--- config.mk ---
export PLATFORM = sky130hd
export DESIGN_NAME = span_copy_buffer_engine
export DESIGN_NICKNAME = d
export VERILOG_FILES = /design/src/shared/span_copy_pkg.sv /design/src/byte_rotator.sv /design/src/span_copy_buffer_engine.sv
export VERILOG_INCLUDE_DIRS = /design/src /design/src/shared
export SDC_FILE = /design/constraint.sdc
export NUM_CORES = 2
export LEC_CHECK = 0
export ABC_AREA = 1
export BUFFER_PORTS_ARGS = -buffer_cell sky130_fd_sc_hd__buf_2
export CAP_MARGIN = 20
export CORE_UTILIZATION = 47
export CTS_CLUSTER_DIAMETER = 80
export CTS_CLUSTER_SIZE = 20
export DETAILED_ROUTE_END_ITERATION = 8
export SLEW_MARGIN = 25
export SYNTH_ARGS = -nofsm -noshare
export SYNTH_HDL_FRONTEND = slang
export SYNTH_SLANG_ARGS = --single-unit
export TNS_END_PERCENT = 100
--- constraint.sdc ---
create_clock -name core_clk -period 27.1 [get_ports core_clk]
set_input_delay 1.355 -clock core_clk [delete_from_list [all_inputs] [get_ports core_clk]]
set_output_delay 1.355 -clock core_clk [all_outputs]
set_load 0.02 [all_outputs]
--- src/shared/span_copy_params.svh ---
`ifndef SPAN_COPY_PARAMS_SVH
`define SPAN_COPY_PARAMS_SVH

// ---------------------------------------------------------------
// Register byte offsets
// ---------------------------------------------------------------
`define OFS_MODE 8'h00
`define OFS_ROTATE 8'h04
`define OFS_FETCH64 8'h08
`define OFS_STORE64 8'h0c
`define OFS_WIN_LO 8'h40
`define OFS_WIN_HI 8'h5c

// ---------------------------------------------------------------
// Field positions and reset values
// ---------------------------------------------------------------
`define MODE_COPY_BIT 0
`define MODE_BPP32_BIT 1
`define MODE_DIR_BIT 20
`define MODE_BUSY_BIT 21
`define FB_SPACE_BIT 31
`define MODE_RST 2'h0
`define ROTATE_RST 4'h0

// ---------------------------------------------------------------
// Sizes
// ---------------------------------------------------------------
`define QW_BYTES 8
`define BUF_ENTRIES 8
`define LAST_ENTRY 3'h7
`define LAST_ENTRY_8BPP 3'h3

`endif

--- src/shared/span_copy_pkg.sv ---
`default_nettype none

package span_copy_pkg;

  typedef enum logic {DIR_FETCH, DIR_STORE} dir_t;

  typedef enum logic [1:0] {ST_IDLE, ST_READ, ST_WRITE} eng_state_t;

  typedef logic [63:0] qword_t;

endpackage : span_copy_pkg

`default_nettype wire

--- src/byte_rotator.sv ---
`default_nettype none

module byte_rotator
  import span_copy_pkg::*;
(
  input wire logic [63:0] rd_data,  // Quadword just read
  input wire logic [63:0] residue,  // Previous quadword read
  input wire logic [3:0] shift,     // Signed byte rotate amount
  output logic [63:0] aligned       // Quadword aligned to destination
);

  logic [127:0] cat;
  logic [127:0] rot;
  logic [7:0] sh_r;
  logic [7:0] sh_l;

  // A left rotate by n bytes equals a right rotate by 16 - n bytes, and
  // for a negative amount that is just the unsigned value of the field.
  always_comb begin
    cat = {rd_data, residue};
    sh_r = {1'b0, shift, 3'b000};
    sh_l = 8'h80 - sh_r;
    rot = (cat >> sh_r) | (cat << sh_l);
    aligned = rot[127:64];
  end

endmodule : byte_rotator

`default_nettype wire

--- src/span_copy_buffer_engine.sv ---
// How it works
// - Each read: rotate data with residue (block fetch loads it unrotated), load buffer, save residue, step address.
// - Reading starts at first enabled quadword and ends after last one.
// - Two-state direction pointer at mode bit 20 picks fill or drain.
// - Writing rotate amount or copy buffer window sets pointer to fetch.
// - Every frame buffer write in copy mode toggles the pointer.
// - Copy buffer holds eight quadword entries, 0 through 7.
// - Fetch write fills up to 8 entries from entry 0; 8-bpp only 0-3.
// - Read enables choose loaded pixels; pixel-to-entry mapping never moves.
// - Full mask puts first pixel in entry 0 low byte, last in top.
// - Store write drains up to 8 entries from entry 0; 8-bpp only 0-3.
// - Write enables gate bytes or dwords; drain skips masked end quadwords.
// - Each entry always targets a fixed offset from the start address.
// - Pixel enable masks are 32 bits wide.
// - Block fetch register write fills exactly 8 entries, unmasked.
// - Block store register write drains exactly 8 entries, unmasked.
// - Rotate amount is signed 4-bit; negative copies backward.
// - 128-bit concatenation rotates; aligned quadword taken from read data slot.
// - Residue is a hidden 64-bit register holding the previous quadword.
`include "span_copy_params.svh"
`default_nettype none

module span_copy_buffer_engine
  import span_copy_pkg::*;
#(
  parameter int AW = 24  // Frame buffer byte address width
) (
  input wire logic core_clk,           // Core clock
  input wire logic rst,                // Asynchronous reset, active high
  input wire logic hsel,               // Slave select
  input wire logic [31:0] haddr,       // Bus address
  input wire logic [1:0] htrans,       // Transfer type
  input wire logic hwrite,             // Write when high
  input wire logic [2:0] hsize,        // Transfer size
  input wire logic hready,             // Bus ready in
  input wire logic [31:0] hwdata,      // Write data
  output logic [31:0] hrdata,          // Read data
  output logic hreadyout,              // Slave ready out
  output logic hresp,                  // Always OKAY
  output logic mem_req,                // Memory request, held until ack
  output logic mem_we,                 // Memory write when high
  output logic [AW-1:0] mem_addr,      // Quadword byte address
  output logic [63:0] mem_wdata,       // Memory write data
  output logic [7:0] mem_be,           // Byte enables
  input wire logic mem_ack,            // Memory accepted / read data valid
  input wire logic [63:0] mem_rdata    // Memory read data
);

  // ---------------------------------------------------------------
  // Helpers
  // ---------------------------------------------------------------
  // Byte enables of one quadword of the span; the mask bit position of a
  // pixel never depends on which other bits are set.
  function automatic logic [7:0] qw_be(input logic [31:0] m, input logic b32,
                                       input logic [2:0] i);
    logic [7:0] r;
    r = 8'h00;
    if (b32) begin
      r = {{4{m[{i, 1'b1}]}}, {4{m[{i, 1'b0}]}}};
    end else if (!i[2]) begin
      r = m[{i[1:0], 3'b000} +: 8];
    end
    return r;
  endfunction : qw_be

  // ---------------------------------------------------------------
  // Bus slave
  // ---------------------------------------------------------------
  logic ap_valid_ff, nxt_ap_valid;
  logic ap_write_ff, nxt_ap_write;
  logic [31:0] ap_addr_ff, nxt_ap_addr;
  logic rd_done_ff, nxt_rd_done;
  logic [31:0] hrdata_ff, nxt_hrdata;
  logic eng_busy;
  logic wr_fire;
  logic [31:0] rd_value;
  logic [1:0] mode_ff, nxt_mode;
  logic [3:0] rotate_ff, nxt_rotate;
  dir_t dir_ff, nxt_dir;

  // Writes wait while the engine runs; reads take one extra cycle so
  // that hrdata comes from a flop holding the state after earlier writes.
  assign hreadyout = !(ap_valid_ff &&
                       ((ap_write_ff && eng_busy) || (!ap_write_ff && !rd_done_ff)));
  assign hresp = 1'b0;
  assign hrdata = hrdata_ff;
  assign wr_fire = ap_valid_ff && ap_write_ff && hreadyout;

  always_comb begin
    rd_value = 32'h0;
    if (ap_addr_ff[7:0] == `OFS_MODE && !ap_addr_ff[`FB_SPACE_BIT]) begin
      rd_value[`MODE_COPY_BIT] = mode_ff[0];
      rd_value[`MODE_BPP32_BIT] = mode_ff[1];
      rd_value[`MODE_DIR_BIT] = (dir_ff == DIR_STORE);
      rd_value[`MODE_BUSY_BIT] = eng_busy;
    end else if (ap_addr_ff[7:0] == `OFS_ROTATE && !ap_addr_ff[`FB_SPACE_BIT]) begin
      rd_value[3:0] = rotate_ff;
    end
  end

  always_comb begin
    nxt_ap_valid = ap_valid_ff;
    nxt_ap_write = ap_write_ff;
    nxt_ap_addr = ap_addr_ff;
    nxt_rd_done = 1'b0;
    nxt_hrdata = hrdata_ff;
    if (hreadyout) begin
      nxt_ap_valid = hsel && hready && htrans[1];
      nxt_ap_write = hwrite;
      nxt_ap_addr = haddr;
    end
    if (ap_valid_ff && !ap_write_ff && !rd_done_ff) begin
      nxt_rd_done = 1'b1;
      nxt_hrdata = rd_value;
    end
  end

  always_ff @(posedge core_clk or posedge rst) begin
    if (rst) begin
      ap_valid_ff <= 1'b0;
      ap_write_ff <= 1'b0;
      ap_addr_ff <= 32'h0;
      rd_done_ff <= 1'b0;
      hrdata_ff <= 32'h0;
    end else begin
      ap_valid_ff <= nxt_ap_valid;
      ap_write_ff <= nxt_ap_write;
      ap_addr_ff <= nxt_ap_addr;
      rd_done_ff <= nxt_rd_done;
      hrdata_ff <= nxt_hrdata;
    end
  end

  // ---------------------------------------------------------------
  // Control registers and direction pointer
  // ---------------------------------------------------------------
  logic fb_wr, reg_wr, rot_wr, win_wr, f64_wr, s64_wr;

  assign fb_wr = wr_fire && ap_addr_ff[`FB_SPACE_BIT] && mode_ff[0];
  assign reg_wr = wr_fire && !ap_addr_ff[`FB_SPACE_BIT];
  assign rot_wr = reg_wr && ap_addr_ff[7:0] == `OFS_ROTATE;
  assign win_wr = reg_wr && ap_addr_ff[7:0] >= `OFS_WIN_LO &&
                  ap_addr_ff[7:0] <= `OFS_WIN_HI;
  assign f64_wr = reg_wr && ap_addr_ff[7:0] == `OFS_FETCH64;
  assign s64_wr = reg_wr && ap_addr_ff[7:0] == `OFS_STORE64;

  always_comb begin
    nxt_mode = mode_ff;
    nxt_rotate = rotate_ff;
    nxt_dir = dir_ff;
    if (reg_wr && ap_addr_ff[7:0] == `OFS_MODE) begin
      nxt_mode = {hwdata[`MODE_BPP32_BIT], hwdata[`MODE_COPY_BIT]};
    end
    if (rot_wr) begin
      nxt_rotate = hwdata[3:0];
    end
    if (rot_wr || win_wr) begin
      nxt_dir = DIR_FETCH;
    end else if (fb_wr) begin
      nxt_dir = (dir_ff == DIR_FETCH) ? DIR_STORE : DIR_FETCH;
    end
  end

  always_ff @(posedge core_clk or posedge rst) begin
    if (rst) begin
      mode_ff <= `MODE_RST;
      rotate_ff <= `ROTATE_RST;
      dir_ff <= DIR_FETCH;
    end else begin
      mode_ff <= nxt_mode;
      rotate_ff <= nxt_rotate;
      dir_ff <= nxt_dir;
    end
  end

  // ---------------------------------------------------------------
  // Span engine
  // ---------------------------------------------------------------
  eng_state_t state_ff, nxt_state;
  logic [2:0] idx_ff, nxt_idx;
  logic [2:0] last_ff, nxt_last;
  logic [AW-1:0] addr_ff, nxt_addr;
  logic [31:0] mask_ff, nxt_mask;
  logic full_ff, nxt_full;
  logic b32_ff, nxt_b32;
  logic back_ff, nxt_back;
  qword_t residue_ff, nxt_residue;
  qword_t copy_buf [`BUF_ENTRIES];
  qword_t aligned;
  logic start_fill, start_drain;
  logic [7:0] en;
  logic [2:0] first_i, last_i;
  logic any_en;
  logic [AW-1:0] base, first_off;
  logic [7:0] cur_be;
  logic buf_we;

  assign eng_busy = (state_ff != ST_IDLE);
  assign start_fill = (fb_wr && dir_ff == DIR_FETCH) || f64_wr;
  assign start_drain = (fb_wr && dir_ff == DIR_STORE) || s64_wr;
  assign cur_be = full_ff ? 8'hff : qw_be(mask_ff, b32_ff, idx_ff);

  byte_rotator u_rot (
    .rd_data(mem_rdata),
    .residue(residue_ff),
    .shift(rotate_ff),
    .aligned(aligned)
  );

  // Find the first and last quadwords with any pixel enabled.
  always_comb begin
    first_i = 3'h0;
    last_i = 3'h0;
    any_en = 1'b0;
    for (int i = 0; i < `BUF_ENTRIES; i++) begin
      en[i] = (f64_wr || s64_wr) ? 1'b1 : (qw_be(hwdata, mode_ff[1], 3'(i)) != 8'h00);
      if (en[i] && !any_en) begin
        first_i = 3'(i);
      end
      if (en[i]) begin
        last_i = 3'(i);
        any_en = 1'b1;
      end
    end
    base = (f64_wr || s64_wr) ? hwdata[AW-1:0] : ap_addr_ff[AW-1:0];
    base[2:0] = 3'h0;
    first_off = AW'({first_i, 3'b000});
  end

  always_comb begin
    nxt_state = state_ff;
    nxt_idx = idx_ff;
    nxt_last = last_ff;
    nxt_addr = addr_ff;
    nxt_mask = mask_ff;
    nxt_full = full_ff;
    nxt_b32 = b32_ff;
    nxt_back = back_ff;
    nxt_residue = residue_ff;
    buf_we = 1'b0;
    unique case (state_ff)
      ST_IDLE: begin
        if ((start_fill || start_drain) && any_en) begin
          nxt_state = start_fill ? ST_READ : ST_WRITE;
          nxt_idx = first_i;
          nxt_last = last_i;
          nxt_mask = hwdata;
          nxt_full = f64_wr || s64_wr;
          nxt_b32 = mode_ff[1];
          nxt_back = rotate_ff[3];
          nxt_addr = rotate_ff[3] ? base - first_off : base + first_off;
        end
      end
      ST_READ: begin
        if (mem_ack) begin
          buf_we = 1'b1;
          nxt_residue = mem_rdata;
          nxt_addr = back_ff ? addr_ff - AW'(`QW_BYTES) : addr_ff + AW'(`QW_BYTES);
          nxt_idx = idx_ff + 3'h1;
          if (idx_ff == last_ff) begin
            nxt_state = ST_IDLE;
          end
        end
      end
      ST_WRITE: begin
        if (mem_ack) begin
          nxt_addr = back_ff ? addr_ff - AW'(`QW_BYTES) : addr_ff + AW'(`QW_BYTES);
          nxt_idx = idx_ff + 3'h1;
          if (idx_ff == last_ff) begin
            nxt_state = ST_IDLE;
          end
        end
      end
    endcase
  end

  always_ff @(posedge core_clk or posedge rst) begin
    if (rst) begin
      state_ff <= ST_IDLE;
      idx_ff <= 3'h0;
      last_ff <= 3'h0;
      addr_ff <= '0;
      mask_ff <= 32'h0;
      full_ff <= 1'b0;
      b32_ff <= 1'b0;
      back_ff <= 1'b0;
      residue_ff <= 64'h0;
    end else begin
      state_ff <= nxt_state;
      idx_ff <= nxt_idx;
      last_ff <= nxt_last;
      addr_ff <= nxt_addr;
      mask_ff <= nxt_mask;
      full_ff <= nxt_full;
      b32_ff <= nxt_b32;
      back_ff <= nxt_back;
      residue_ff <= nxt_residue;
    end
  end

  // Only enabled bytes of an entry change, so masked pixels keep their
  // old contents and the entry of every pixel stays fixed.
  always_ff @(posedge core_clk or posedge rst) begin
    if (rst) begin
      for (int i = 0; i < `BUF_ENTRIES; i++) begin
        copy_buf[i] <= 64'h0;
      end
    end else if (buf_we) begin
      for (int b = 0; b < 8; b++) begin
        if (cur_be[b]) begin
          copy_buf[idx_ff][b*8 +: 8] <= full_ff ? mem_rdata[b*8 +: 8]
                                                : aligned[b*8 +: 8];
        end
      end
    end
  end

  assign mem_req = eng_busy;
  assign mem_we = (state_ff == ST_WRITE);
  assign mem_addr = addr_ff;
  assign mem_wdata = copy_buf[idx_ff];
  assign mem_be = cur_be;
endmodule : span_copy_buffer_engine

`default_nettype wire

# == After elaboration in Yosys (flattened, before gate mapping) ==
# Cells that the tools add are included.
# op_classes
n_shift,3
mux,119
add_sub_neg,6
n_reduce_logical,65
eq_ne,9
magnitude_cmp,6
mul,0
n_div,0
bitwise,3
# ops
cell,n
512-bit 2-to-1 mux,15
512-bit bitwise mux,8
64-bit demux with 3-bit select,8
64-bit binary-select mux with 3-bit select,1
64-bit 2-to-1 mux,3
8-bit 2-to-1 mux,20
24-bit 2-to-1 mux,6
128-bit bitwise OR,1
128-bit by 8-bit << shifter with 128-bit output,1
128-bit by 7-bit >> shifter with 128-bit output,1
8-bit nonzero test,8
56-bit 2-to-1 mux,1
48-bit 2-to-1 mux,1
24-bit one-hot mux with 2 select lines,1
3-bit 2-to-1 mux,14
40-bit 2-to-1 mux,1
32-bit 2-to-1 mux,1
32-bit by 6-bit variable part select with 8-bit output,1
1-bit logical AND,31
1-bit 2-to-1 mux,26
24-bit by 4-bit adder with 24-bit output (second input constant),1
24-bit by 6-bit adder with 24-bit output,1
24-bit by 4-bit subtractor with 24-bit output (second input constant),1
24-bit by 6-bit subtractor with 24-bit output,1
30 further kinds,58
# totals
output_inout_bits,132
rom_bits,0
latchBits,0
ramBits,0
n_memories,0
inputBits,139
elab_cells,236
regBits,691

# == Logic depth before layout (Yosys ltp) ==
# depth
ltp_word,28
mapped_depth,28
mapped_depth_nobuf,28

# == Cells and area by module ==
# A second synthesis with hierarchy kept.
# unflattened
hier_cells,5540
area_unflattened_um2,39412.8
# modules_own_cells
module,cells_per_inst,seq_area_each_um2,n_inst,area_per_inst_um2
span_copy_buffer_engine,4080,17041.3,1,32782.7
byte_rotator,1460,0.0,1,6630.1

# == Least setup slack after synthesis ==
# No wires, ideal clock.
# synth_timing
path_type,input-to-reg
startpoint,input port hwdata[19]
endpoint,register addr_ff[13] (netlist: mem_addr[13])
required_ps,26984
setup_time_ps,116
n_path_buf,0
arrival_time_ps,4454
path_slack_ps,22530
stages,23
cell_sequence,nor2_1 > nand3_1 > o21ai_0 > nand3_1 > nor2_2 > nand2_1 > o21ai_0 > inv_1 > ha_1 > or2_2 > o21ai_0 > inv_1 > fa_1 > nor2_1 > nor2_1 > o21ai_0 > nand3_1 > nand2_1 > a21oi_1 > o21ai_0 > nand2_1 > nand2_1 > nand2_1
# synth_via
elab_chain_len,15
word_cells_on_any_way,34
cone_classes,add/sub (2); eq/ne (1); mux (17); reduce/logical (14)
# synth_rtl
element,line,rtl
from (decl),span_copy_buffer_engine.sv:36,"input wire logic [31:0] hwdata,"
8-bit 2-to-1 mux (*),span_copy_buffer_engine.sv:58,if (b32) begin
8-bit nonzero test (*),span_copy_buffer_engine.sv:216,"en[i] = (f64_wr || s64_wr) ? 1'b1 : (qw_be(hwdata, mode_ff[1], 3'(i)) != 8'h00);"
1-bit 2-to-1 mux (*),span_copy_buffer_engine.sv:216,
1-bit 2-to-1 mux,span_copy_buffer_engine.sv:220,if (en[i]) begin
1-bit logical NOT or 1-bit 2-to-1 mux (tied branches),"span_copy_buffer_engine.sv:217, span_copy_buffer_engine.sv:220",
1-bit logical AND (tied with other cells),span_copy_buffer_engine.sv:217,if (en[i] && !any_en) begin
3-bit 2-to-1 mux (tied with other cells) (3 in a row),span_copy_buffer_engine.sv:217,
3-bit 2-to-1 mux or 1-bit logical AND (tied branches),span_copy_buffer_engine.sv:217,
3-bit 2-to-1 mux,span_copy_buffer_engine.sv:217,
24-bit by 6-bit adder with 24-bit output or 24-bit by 6-bit subtractor with 24-bit output (tied branches),span_copy_buffer_engine.sv:251,nxt_addr = rotate_ff[3] ? base - first_off : base + first_off;
24-bit 2-to-1 mux,span_copy_buffer_engine.sv:251,
24-bit 2-to-1 mux,span_copy_buffer_engine.sv:243,if ((start_fill || start_drain) && any_en) begin
24-bit one-hot mux with 2 select lines,span_copy_buffer_engine.sv:241,unique case (state_ff)
to (signal assigned),span_copy_buffer_engine.sv:292,addr_ff <= nxt_addr;
to (decl),span_copy_buffer_engine.sv:182,"logic [AW-1:0] addr_ff, nxt_addr;"
# Every way passes the cells marked *; elsewhere a longest branch is shown, timed or not. The select of a mux whose other input is x is not followed.
# A chain may end at the register's enable or synchronous reset.

# == Worst setup path after layout ==
# layout_timing
startpoint,register idx_ff[0]
endpoint,output port mem_wdata[50]
# layout_via
elab_chain_len,4
# layout_rtl
element,line,rtl
from (decl),span_copy_buffer_engine.sv:180,"logic [2:0] idx_ff, nxt_idx;"
from (signal assigned),span_copy_buffer_engine.sv:290,idx_ff <= nxt_idx;
3-bit inverter with 4-bit output (implied by the code),span_copy_buffer_engine.sv:321,assign mem_wdata = copy_buf[idx_ff];
64-bit binary-select mux with 3-bit select,span_copy_buffer_engine.sv:321,
64-bit 2-to-1 mux (implied by the code) (2 in a row),span_copy_buffer_engine.sv:321,
to (decl),span_copy_buffer_engine.sv:43,"output logic [63:0] mem_wdata,"
# Every way passes these cells. The select of a mux whose other input is x is not followed.

==> metrics <==
Layout area overhead=7.69%; final hold violation count=0; Post-Syn Area=38000 sq um; sequential area share after synthesis=44.9%; Fmax=176 MHz; vias in the first global route=33169; Reg2Reg Launch Point=state_ff[0]$_DFFE_PP0P_; htree depth=2; prevailing post-synth register cell=dfrtp_1; sw frac=48.7%; routed vias=35888; Psw=2.21 mW; Crit. Startpoint=idx_ff[0]$_DFFE_PP0P_; top-level I/O count=271; Critical Path End=mem_wdata[50]; row cnt=103; critical path's slowest cell=dfrtp_1; Distinct cells, synth=55; maxcap violations=0; post-DR wirelength/cell=21.0 microns; critical path's largest stage delay=1.08 ns; # nets final=5390; clock transition at the registers of the reported paths=0.08 ns; Comb pwr share=49.7%; Slew @ Worst Pin=1.15 ns; Initial DRC Count=3380; reg2reg setup slack=21.58 ns; Worst R2R Path Depth=23; Setup Skew=0.0229 ns; WL final=132 mm; final setup fails=0; Clock Power Share=16.0%; share of the synthesized area in the top cell type=44.9%; Via density=5.72; Die Area=81900 sq um; commonest non-fill, non-tap cell in the layout=nand2_1; PwrDens=111 nW/um^2; share of cells above drive strength 1=8.01%; Async SR Flop Fraction=100%; RSZ-0062 raised after global routing=false; total grt overflow=0; Max VDD drop=0.0000788 V; Final min period=5.68 ns; Synth Register Bits=681; global-route wire length before repair=202 mm; number of flops mapped to enable cells by yosys=0; CORE AREA=79400 sq um; Final Cell Area=40900 sq um; Initial Util=47.8%; outcome=complete, no violations; Resize count post-CTS=0; most frequent cells in the layout=nand2_1, o21ai_0, dfrtp_1; YS warnings=0; critical path class=register to output pin; worst flop-to-flop path endpoint=mem_addr[12]$_DFFE_PP0P_; setup TNS after final layout=0 ns; Tcrit/Tclk final=21.0%; CP Max Fanout=35; max-slew headroom at the worst pin=23.1%; Post-CTS Setup Inserts=0; Data required, critical path=25.74 ns; IO buf count=229; CP cell instances=inv_2 > nor2_4 > buf_4 > nand2_1 > nand2_1 > a221oi_1 > nand4_1 > buf_2; Clk Latency, worst-skew pair=0.62 ns; Post-DP Area=39500 sq um; CTS tree=built; global router's overall resource usage=31.8%; Routed Antenna Nets=0; die width=286 microns; Area contributors post-synth=dfrtp_1, nand2_1, o21ai_0, nand3_1, inv_1; max-slew violation count=0; antenna violations before repair=3; CTS Hold Bufs=0; fin util=51.5%; root buffer cell=clkbuf_16; DRC Markers=0; CTS max path bufs=3; Mapped Avg Cell Area=7.33 sq um; Post-Syn Instances=5180; largest net degree at the start of global routing=112; Num CTS Buffers=46; Hold WC Path Type=register to register; internal power=2.32 mW; top cell type by total area after synthesis=dfrtp_1; post-detail-place hpwl=86.0 mm; clock sink count=681; CP Capture Type=output pin; gpl congestion=0.937; LEAKAGE=20.2 nW; Pwr Total=4.53 mW; Pre-antenna DRT Iters=6; startpoint class of the critical path=register; Seq pwr share=34.2%; critical path's most frequent cell=nand2_1; CP Data Arrival Time=4.32 ns; Die H=286 microns
==> stage by stage <==
stage	cells	setup WS (ns)	hold WS [ns]
floorplan	5209	6.65	0.427
global placement	6204	21.18	0.457
detailed placement	6205	21.22	0.454
CTS	6269	21.43	0.467
global route	6269	21.01	0.487
finish	6270	21.42	0.463
==> worst max-delay path: cells and delay by family, from the launching register on <==
family                 cells  cell delay (ns)
buffers and inverters      3             1.34
flip-flops                 1             1.08
AND/OR/NAND/NOR            4             1.19
AO/OA/AOI/OAI              1             0.05
==> final cells by class <==
cell class / count / area, sq um
antenna: 1 / 2.50
clock buffer: 50 / 1190
clock inverter: 14 / 213
fill: 8120 / 38500
inverter: 264 / 1000
multi-input combinational: 3929 / 18600
sequential: 681 / 17000
tap: 1050 / 1310
timing repair buffer: 281 / 1540
==> registers in the layout (all words and copies together) (netlist names) <==
register,cells
b32_ff,1
state_ff,2
copy_buf,512
rd_done_ff,1
back_ff,1
residue_ff,64
ap_valid_ff,1
rotate_ff,4
last_ff,3
hrdata,6
mem_addr,21
ap_addr_ff,25
ap_write_ff,1
full_ff,1
idx_ff,3
mask_ff,32
dir_ff,1
mode_ff,2
==> synth_stat cells, types with 6 or more instances <==
cell type,instances
nor3_1,14
inv_2,15
o31ai_1,21
a22oi_1,64
o211ai_1,41
nand3_1,219
nand3_2,6
nor2_1,138
buf_2,118
dfrtp_1,681
buf_1,31
or2_2,13
nand3b_1,9
a221oi_1,69
o21ai_0,806
a211oi_1,8
nand2_2,9
o22ai_1,12
inv_1,248
a21oi_1,88
a31oi_1,20
buf_4,32
nand2_1,1968
ha_1,46
clkbuf_1,150
nand4_1,69
a22o_1,19
o21ai_1,176
o21a_1,39
==> metal layers <==
layer | track usage, % | part of all wire [%] | routed length [microns] | vias to the layer above
met5 | 0 | 0.021 | 27 | -
met4 | 11.7 | 3.9 | 5160 | 4
met3 | 4.04 | 7.0 | 9180 | 223
met2 | 48.6 | 44 | 57700 | 1337
met1 | 46.2 | 45 | 59500 | 17047
li1 | - | - | - | 17277
==> worst min-delay path by stage <==
stage	start	to	slack [ns]	cells past startpoint
CTS	rd_done_ff$_DFF_PP0_	rd_done_ff$_DFF_PP0_	0.47	1
global route	rd_done_ff$_DFF_PP0_	rd_done_ff$_DFF_PP0_	0.49	1
finish	rd_done_ff$_DFF_PP0_	rd_done_ff$_DFF_PP0_	0.46	1
floorplan	rd_done_ff$_DFF_PP0_	rd_done_ff$_DFF_PP0_	0.43	1
global placement	rd_done_ff$_DFF_PP0_	rd_done_ff$_DFF_PP0_	0.46	1
detailed placement	rd_done_ff$_DFF_PP0_	rd_done_ff$_DFF_PP0_	0.45	1
==> power by group through the flow <==
| stage | combinational (mW) | sequential (mW) | clock, mW |
|---|---|---|---|
| detailed placement | 2.22 | 1.56 | 0 |
| global placement | 2.20 | 1.55 | 0 |
| global route | 2.50 | 1.59 | 0.775 |
| floorplan | 1.48 | 1.52 | 0 |
| finish | 2.25 | 1.55 | 0.726 |
| CTS | 2.23 | 1.54 | 0.744 |
==> kinds of logic (layout without fill, tap and decap cells) <==
family                     count (synthesis)  in the layout  synth area share (%)
and+or+nand+nor                         2457           2457                  26.0
AOI/OAI and AO/OA                       1384           1384                  20.6
DFF                                      681            681                  44.9
buffers and inverters                    599            609                  6.68
adders and majority gates                 48             48                  1.62
xor gates and xnor gates                   8              8                 0.204
muxes                                      2              2                0.0560
other                                      1             31               0.00988
(Power assumes the default switching activity.)
